`config.mk`:
```
export PLATFORM = sky130hd
export DESIGN_NAME = boje_exec
export DESIGN_NICKNAME = d
export VERILOG_FILES = /design/src/boje_pkg.sv /design/src/boje_alu.sv /design/src/boje_exec.sv
export VERILOG_INCLUDE_DIRS = /design/src
export SDC_FILE = /design/constraint.sdc
export NUM_CORES = 1
export LEC_CHECK = 0
export BUFFER_PORTS_ARGS = -buffer_cell sky130_fd_sc_hd__buf_2
export CAP_MARGIN = 20
export CORE_AREA = 10 10 71 73
export CTS_BUF_LIST = sky130_fd_sc_hd__clkbuf_16
export DETAILED_ROUTE_END_ITERATION = 10
export DIE_AREA = 0 0 81 83
export HOLD_SLACK_MARGIN = 0.03
export PLACE_DENSITY_LB_ADDON = 0.15
export SETUP_SLACK_MARGIN = 0.5
export SLEW_MARGIN = 20
export SYNTH_ARGS = -nofsm -noshare
export SYNTH_HDL_FRONTEND = slang
export SYNTH_SLANG_ARGS = --single-unit
```
`constraint.sdc`:
```
create_clock -name clk -period 9.1 [get_ports clk]
set_input_delay 2.275 -clock clk [delete_from_list [all_inputs] [get_ports clk]]
set_output_delay 2.275 -clock clk [all_outputs]
set_load 0.02 [all_outputs]
```
`src/boje_params.svh`:
```
// Purpose: constants for the byte-operation and jump execute block
// Assumes: one instruction issued per accepted cycle
// Notes: all widths and encodings shared by package and modules
//
// What this block does
// - Complement: inverted register goes to accumulator or register, zero flag updated.
// - Clear-register writes zero to the register and sets the zero flag.
// - Clear-accumulator loads zero into the accumulator and sets the zero flag.
// - Decrement: register minus one to selected destination, zero flag updated.
// - Decrement-skip: no flag change; zero result squashes next instruction, two cycles.
// - Jump: literal into counter bits 10..0, latch bits 4..3 into 12..11.
// - Jump takes two instruction cycles.
// - Increment: register plus one to selected destination, zero flag updated.
`ifndef BOJE_PARAMS_SVH
`define BOJE_PARAMS_SVH
`define BOJE_DATA_W      8
`define BOJE_FADDR_W     7
`define BOJE_CNT_W       13
`define BOJE_LIT_W       11
`define BOJE_LATCH_W     5
`define BOJE_LATCH_HI    4
`define BOJE_LATCH_LO    3
`define BOJE_OP_W        3
`define BOJE_OP_COMP     3'h0
`define BOJE_OP_CLR_REG  3'h1
`define BOJE_OP_CLR_ACC  3'h2
`define BOJE_OP_DEC      3'h3
`define BOJE_OP_DECSKIP  3'h4
`define BOJE_OP_INC      3'h5
`define BOJE_OP_JUMP     3'h6
`define BOJE_OP_NOP      3'h7
`define BOJE_ZERO_BYTE   8'h00
`define BOJE_ONE_BYTE    8'h01
`define BOJE_CNT_RESET   13'h0000
`define BOJE_DEST_ACC    1'b0
`endif

```
`src/boje_pkg.sv`:
```
// Purpose: types for the byte-operation and jump execute block
// Assumes: boje_params.svh constants
// Notes: request and result travel as packed structs
`default_nettype none
`include "boje_params.svh"
package boje_pkg;
  // Issued instruction
  typedef struct packed {
    logic                      valid;
    logic [`BOJE_OP_W-1:0]     op;
    logic                      dest;
    logic [`BOJE_FADDR_W-1:0]  faddr;
    logic [`BOJE_DATA_W-1:0]   fdata;
    logic [`BOJE_LIT_W-1:0]    lit;
  } boje_req_t;
  // Write-back of one cycle
  typedef struct packed {
    logic                      reg_we;
    logic [`BOJE_FADDR_W-1:0]  reg_addr;
    logic [`BOJE_DATA_W-1:0]   reg_data;
    logic                      acc_we;
    logic [`BOJE_DATA_W-1:0]   acc_data;
    logic                      zero_we;
    logic                      zero_val;
  } boje_wb_t;
  // Combinational result of the byte unit
  typedef struct packed {
    logic [`BOJE_DATA_W-1:0]   value;
    logic                      is_zero;
  } boje_alu_t;
endpackage
`default_nettype wire

```
`src/boje_alu.sv`:
```
// Purpose: byte arithmetic for complement, clear, decrement, increment
// Assumes: operand is the addressed register contents
// Notes: pure combinational, wraps modulo 256
`include "boje_params.svh"
`timescale 1ns/1ns
`default_nettype none
module boje_alu
  import boje_pkg::*;
(
  // Operation and operand
  input  wire logic [`BOJE_OP_W-1:0]   op,
  input  wire logic [`BOJE_DATA_W-1:0] operand,
  // Result
  output var boje_alu_t                res
);
  // ==========================================================
  // Result select
  always_comb begin
    res.value = `BOJE_ZERO_BYTE;
    unique case (op)
      `BOJE_OP_COMP:    res.value = ~operand;
      `BOJE_OP_DEC,
      `BOJE_OP_DECSKIP: res.value = operand - `BOJE_ONE_BYTE;
      `BOJE_OP_INC:     res.value = operand + `BOJE_ONE_BYTE;
      default:          res.value = `BOJE_ZERO_BYTE;
    endcase
    res.is_zero = (res.value == `BOJE_ZERO_BYTE);
  end
endmodule
`default_nettype wire

```
`src/boje_exec.sv`:
```
// Purpose: execute stage for complement, clears, dec, dec-skip, inc, jump
// Assumes: decoder holds next instruction while busy is high
// Notes: second cycle of jump or skip executes as a no-operation
`include "boje_params.svh"
`timescale 1ns/1ns
`default_nettype none
module boje_exec
  import boje_pkg::*;
(
  // Clock and reset
  input  wire logic                      clk,
  input  wire logic                      rst_n,
  // Instruction request
  input  wire boje_req_t                 req,
  input  wire logic [`BOJE_LATCH_W-1:0]  upper_page_latch,
  // Write-back to register file, accumulator, status
  output var boje_wb_t                   wb,
  // Program counter load
  output logic                           counter_load,
  output logic [`BOJE_CNT_W-1:0]         program_counter,
  // Flush of fetched instruction and stall
  output logic                           flush,
  output logic                           busy
);
  // ==========================================================
  // State
  typedef enum logic [1:0] {
    BOJE_RUN  = 2'b01,
    BOJE_BUBB = 2'b10
  } boje_state_t;

  boje_state_t state;
  boje_state_t next_state;
  boje_alu_t   alu;
  logic        take;
  logic        two_cycle;

  // Operation decode used in several places
  function automatic logic is_op(input logic [`BOJE_OP_W-1:0] a,
                                 input logic [`BOJE_OP_W-1:0] b);
    is_op = (a == b);
  endfunction

  boje_alu u_alu (
    .op      (req.op),
    .operand (req.fdata),
    .res     (alu)
  );

  // ==========================================================
  // Accept and cycle count
  assign take      = req.valid && (state == BOJE_RUN);
  assign two_cycle = is_op(req.op, `BOJE_OP_JUMP) ||
                     (is_op(req.op, `BOJE_OP_DECSKIP) && alu.is_zero);

  always_comb begin
    next_state = state;
    unique case (state)
      BOJE_RUN:  if (take && two_cycle) next_state = BOJE_BUBB;
      BOJE_BUBB: next_state = BOJE_RUN;
      default:   next_state = BOJE_RUN;
    endcase
  end

  // State register
  always_ff @(posedge clk) begin
    if (!rst_n) state <= BOJE_RUN;
    else        state <= next_state;
  end

  // Busy marks the no-operation cycle
  always_ff @(posedge clk) begin
    if (!rst_n) busy <= 1'b0;
    else        busy <= take && two_cycle;
  end

  // Flush pulse discards the fetched instruction
  always_ff @(posedge clk) begin
    if (!rst_n) flush <= 1'b0;
    else        flush <= take && two_cycle;
  end

  // ==========================================================
  // Data write-back
  always_ff @(posedge clk) begin
    if (!rst_n) begin
      wb <= '0;
    end else begin
      wb          <= '0;
      wb.reg_addr <= req.faddr;
      wb.reg_data <= alu.value;
      wb.acc_data <= alu.value;
      wb.zero_val <= alu.is_zero;
      if (take) begin
        unique case (req.op)
          `BOJE_OP_COMP, `BOJE_OP_DEC, `BOJE_OP_INC: begin
            wb.reg_we  <= (req.dest != `BOJE_DEST_ACC);
            wb.acc_we  <= (req.dest == `BOJE_DEST_ACC);
            wb.zero_we <= 1'b1;
          end
          `BOJE_OP_DECSKIP: begin
            wb.reg_we  <= (req.dest != `BOJE_DEST_ACC);
            wb.acc_we  <= (req.dest == `BOJE_DEST_ACC);
          end
          `BOJE_OP_CLR_REG: begin
            wb.reg_we   <= 1'b1;
            wb.zero_we  <= 1'b1;
            wb.zero_val <= 1'b1;
          end
          `BOJE_OP_CLR_ACC: begin
            wb.acc_we   <= 1'b1;
            wb.zero_we  <= 1'b1;
            wb.zero_val <= 1'b1;
          end
          default: begin
            wb.reg_we <= 1'b0;
          end
        endcase
      end
    end
  end

  // ==========================================================
  // Jump target
  always_ff @(posedge clk) begin
    if (!rst_n) begin
      counter_load    <= 1'b0;
      program_counter <= `BOJE_CNT_RESET;
    end else begin
      counter_load <= take && is_op(req.op, `BOJE_OP_JUMP);
      if (take && is_op(req.op, `BOJE_OP_JUMP))
        program_counter <= {upper_page_latch[`BOJE_LATCH_HI:`BOJE_LATCH_LO],
                            req.lit};
    end
  end
endmodule
`default_nettype wire

```
* Word-level counts from Yosys, hierarchy flattened
Cells that the tools add are included.
Cells by class: add/sub/neg operators 2, equality and inequality tests 7, multiplexer cells 6, bitwise operators 2, reductions and logical operators 13
Operators by type and width (number):
- 8-bit one-hot mux with 3 select lines | 1
- 3-bit equality test (second input constant) | 3
- 8-bit by 1-bit adder with 8-bit output (second input constant) | 1
- 8-bit zero test | 1
- 8-bit inverter | 1
- 8-bit by 1-bit subtractor with 8-bit output (second input constant) | 1
- 3-bit by 2-bit equality test with 1-bit output (second input constant) | 2
- 5-bit OR reduction | 1
- 1-bit logical AND | 4
- 1-bit one-hot mux with 2 select lines | 2
- 2-bit AND reduction | 2
- 2-bit OR reduction | 2
- 4-bit OR reduction | 1
- 3-bit by 1-bit equality test with 1-bit output (second input constant) | 1
- 3-bit zero test | 1
- 1-bit two-way mux | 3
- 2-bit by 1-bit equality test with 1-bit output (second input constant) | 1
- 1-bit logical OR | 1
- 1-bit inverter | 1
Word-level totals: register bits after elaboration 36, input port bits 38, output and inout port bits 43, word-level logic and storage cells 40

* Depth between registers and ports, before layout
word-level depth 7, gate-level depth with buffers 11, depth with buffers taken out 10

* Hierarchy
Synthesis repeated with hierarchy kept, for this count alone.
Second synthesis, totals: cell total of the unflattened synthesis 207, area total of the unflattened synthesis 1861.8 um2
Modules (own cells, without submodules):
- boje_exec | times used 1, cells an instance 128, area an instance 1288.7 um2, sequential area each 720.7 um2
- boje_alu | times used 1, cells an instance 79, area an instance 573.0 um2, sequential area each 0.0 um2

* Least setup slack after synthesis
No wires, ideal clock.
path type input to register, start point input req[29] in the netlist's numbering, end point register wb[0] in the netlist's numbering, library setup time 0.121 ns, data arrival time 4.397 ns, data required time 8.979 ns, setup slack 4.582 ns, stages on the path 11, buffers on the path 2, cell sequence buf_2 -> inv_1 -> or2_2 -> ha_1 -> buf_6 -> and3_4 -> o21a_1 -> o31ai_2 -> xnor2_1 -> or3_1 -> nor4bb_1
On the way: cells in the longest elaborated chain, start to end 6, elaborated cells on any way between the ends 12, those cells by class eq/ne: 5; mux: 3; reduce/logical: 4
Ends and longest elaborated chain:
- start, declared | RTL line boje_exec.sv:14 | input wire boje_req_t req,
- 3-bit equality test or 3-bit by 2-bit equality test with 1-bit output (tied branches) | RTL line boje_alu.sv:20 | unique case (op)
- 2-bit OR reduction | RTL line boje_alu.sv:20
- 8-bit one-hot mux with 3 select lines | RTL line boje_alu.sv:20
- 8-bit zero test (no source line)
- 1-bit two-way mux | RTL line boje_exec.sv:95 | unique case (req.op)
- 1-bit two-way mux * | RTL line boje_exec.sv:94 | if (take) begin
- end, declared | RTL line boje_exec.sv:17 | output var boje_wb_t wb,
Mark *: on every way between the ends. The rest lies on a longest branch, timed or not. A chain may end at the register's enable or synchronous reset.

* Final worst setup path
start point input req[29] in the netlist's numbering, end point register state[0]
On the way: cells in the longest elaborated chain, start to end 7, elaborated cells on any way between the ends 11, those cells by class eq/ne: 4; mux: 1; reduce/logical: 6
Ends and longest elaborated chain:
- 3-bit equality test or 3-bit by 2-bit equality test with 1-bit output (tied branches) | RTL line boje_alu.sv:20, boje_exec.sv:41
- 2-bit OR reduction | RTL line boje_alu.sv:20
- 8-bit one-hot mux with 3 select lines | RTL line boje_alu.sv:20
- 8-bit zero test (no source line)
- 1-bit logical AND | RTL line boje_exec.sv:54 | (is_op(req.op, `BOJE_OP_DECSKIP) && alu.is_zero);
- 1-bit logical OR * | RTL line boje_exec.sv:53 | assign two_cycle = is_op(req.op, `BOJE_OP_JUMP) ||
- 1-bit logical AND * | RTL line boje_exec.sv:59 | BOJE_RUN: if (take && two_cycle) next_state = BOJE_BUBB;
- end signal, assigned | RTL line boje_exec.sv:68 | else state <= next_state;
- end, declared | RTL line boje_exec.sv:32 | boje_state_t state;
Marks and branches as above.

==> summary.md <==
| Metric | Value |
|---|---|
| Status | `finished, final reports clean` |
| Ys async rst share | `0%` |
| Peak VDD IR | `~0.000076 V` |
| CTS tree | `done` |
| Mapped Cells | `around 190` |
| DRT Wirelength | `between 4 and 5 mm` |
| CTS root buf | `clkbuf_16` |
| Hold slack | `about 480 ps` |
| Syn_nets | `approximately 230` |
| Reg area | `~700 um^2` |
| Post-Synth Adder-Cell Area | `under 10%` |
| DP Wirelength | `3.41 mm` |
| Die footprint | `6720 um^2` |
| Antenna violations before repair | `0` |
| Avg Synthesized Cell Area | `a little over 9 um^2` |
| Initial Util | `between 40% and 50%` |
| Post-synth EDFFs | `0` |
| First-pass GRT wire length | `6.89 mm` |
| Global Route met3 Usage | `4.96%` |
| Setup violations, final | `0` |
| Crit Path Class | `input port to register` |
| Crit path time final | `about 4600 ps` |
| RD Place Congestion | `between 0.8 and 0.9` |
| Leakage power | `between 1 and 1.5 nW` |
| Wire per inst | `13.9 um` |
| Chip height | `~83 um` |
| Mapped Area | `1720 um^2` |
| Seq/Total Area, Yosys | `a little over two fifths` |
| I/O Pins | `81` |
| Slowest CP cell | `ha_1` |
| Fmax | `roughly 220 MHz` |
| TritonRoute pass-1 iters | `4` |
| H-tree depth | `2` |
| Longest Clk Path Bufs | `2` |
| DRT antenna net count | `0` |
| Most common cell after layout, fill and taps aside | `buf_2` |
| Synth Area in Compound Gates | `roughly an eighth` |
| Setup Buffers After CTS | `0` |
| Largest family of logic cells by synthesized area | `simple AND/OR/NAND/NOR gates` |
| Worst-Skew Late Latency | `between 200 and 300 ps` |
| Fraction of layout cells with a size suffix above 1 | `roughly a third` |
| Synth Register Bits | `36` |
| Unrepaired setup endpoints after global routing | `false` |
| Hold Vio Cnt, Final | `0` |
| Initial DRC count | `30` |
| GRT overflow | `0` |
| Worst path top cell family by delay | `simple AND/OR/NAND/NOR gates` |
| Worst-path clk slew | `~50 ps` |
| Mux share of post-synthesis cell area | `about 8.2%` |
| CTS hold repair buffers | `0` |
| Row count | `22` |
| Total negative slack | `0 ps` |
| Grt met1 use | `around 14%` |
| Leading cell types in the layout, fill and taps excluded | `77 x buf_2, 36 x dfxtp_1, 29 x nor2_1` |
| Final #Nets | `300` |
| Crit path DAT | `approximately 4700 ps` |
| Post-layout instance area | `~2200 um^2` |
| Worst Path Buf+Inv | `2` |
| Ys Warns | `0` |
| Min-Delay Path Class | `register to register` |
| Post-cts sizing count | `0` |
| Area grow syn2layout | `27.3%` |
| Num CTS Buffers | `5` |
| Layer with the highest usage | `met2` |
| CTS Sinks | `36` |
| Post-synthesis cell type count | `41` |
| Post-route DRC | `0` |
| Synth Area in Simple Gates | `21.4%` |
| Clk_skew | `just under 3 ps` |
| Number of buffers added on ports | `77` |
| Crit-path cells | `buf_2 -> inv_1 -> or2_2 -> ha_1 -> nand2b_1 -> a211oi_1 -> o21a_1 -> o32a_1 -> nand4_1 -> or2_2` |
| Required @ worst endpoint | `9250 ps` |
| Vias per Instance | `slightly below 5` |
| Worst slew pin tran | `~800 ps` |
| FILL cells | `approximately 330` |
| Vias in the first global route | `roughly 1500` |
| Die Wd | `roughly 80 um` |
| Pwr dens | `~180 nW/um^2` |
| CP Launch Type | `input port` |
| Crit share post-route | `between 50 and 60%` |
| CP Capture Type | `register` |
| Dpl cell area | `between 2000 and 2500 um^2` |
| Xor and xnor area share after synthesis | `around 2%` |
| GRT Util Overall | `12.4%` |
| Max-cap viol count | `0` |
| N_diodes | `0` |
| Slew Limit Fails | `0` |
| Core area | `between 3000 and 4000 um^2` |
| Worst path max stage delay | `roughly 420 ps` |
| Main synth FF type | `dfxtp_1` |
| Pin count of the biggest net entering global routing | `21` |
| CP dominant cell by count | `or2_2` |
| Multi-input gate area | `853 um^2` |
| GRT met2 Usage | `roughly a fifth` |
| Crit path max fanout | `13` |
| Routed vias | `1494` |
| Relative slew slack | `a little under half` |
## layer usage
layer	share of wire, %	up-vias
met3	13	7
met1	42	645
met2	43	71
met5	0	-
li1	-	771
met4	1.8	0
## registers in the layout, summed over array words and instances, names as in the netlist
register,count
program_counter,13
flush,1
wb,19
state,2
counter_load,1
## Yosys cell counts, types with 2 or more instances
master	n	share of area, %
dfxtp_1	36	42
nor2_1	29	6.3
mux2i_1	14	8.2
a21oi_1	11	3.2
and2_1	10	3.6
buf_4	9	3.9
inv_1	8	1.8
ha_1	6	4.4
clkbuf_1	5	1.1
nand2_1	5	1.1
a211oi_1	4	1.8
nor3_1	4	1.2
o21ai_0	4	1.2
or2_2	4	1.5
nand3_1	3	0.88
nand4_1	3	1.1
xnor2_1	3	1.5
a21o_1	2	0.88
and3b_1	2	1.0
buf_2	2	0.58
nand2b_1	2	0.73
o21a_1	2	0.88
o32a_1	2	1.2
or3_1	2	0.73
## worst min-delay path, stage by stage, from the launching register on
cell	delay, ps
dfxtp_1	320
mux2i_1	60
nor2_1	70
## through the flow
stage                     util, %  instances  setup slack (ps)  power [mW]
after floorplan                 -        189              4580       0.221
after global placement       56.4        296              4300       0.241
after detailed placement     56.4        296              4270       0.242
after CTS                    60.1        303              4540       0.394
after global routing         60.1        303              4290       0.407
final                        60.1        303              4510       0.391
## path summary, 6_finish.rpt
check | start | end | slack, ps | cells after the start
max | req[29] | state[0] | 4510 | 10
max reg2reg | state[1] | program_counter[7] | 7400 | 4
min | program_counter[2] | program_counter[2] | 480 | 2
min reg2reg | program_counter[2] | program_counter[2] | 480 | 2
## cell type report
| cell class | count | area share [%] |
|---|---|---|
| multi-input cells | 127 | 39.1 |
| flip-flops and latches | 36 | 33.0 |
| well taps | 48 | 2.75 |
| inverters | 8 | 1.38 |
| clock inverters | 2 | 0.401 |
| repair buffers | 77 | 17.7 |
| clock buffers | 5 | 5.73 |
## report_power, final
part	switching (mW)	internal, mW
sequential	0.00219	0.164
combinational	0.0425	0.0290
clock	0.0549	0.0980
## cell families after synthesis
group / after synthesis
DFF: 36
buffers and inverters: 26
adders and majority gates: 8
xor gates and xnor gates: 4
and+or+nand+nor: 70
muxes: 14
AOI/OAI and AO/OA: 31
Power figures use the tool's default switching activity.
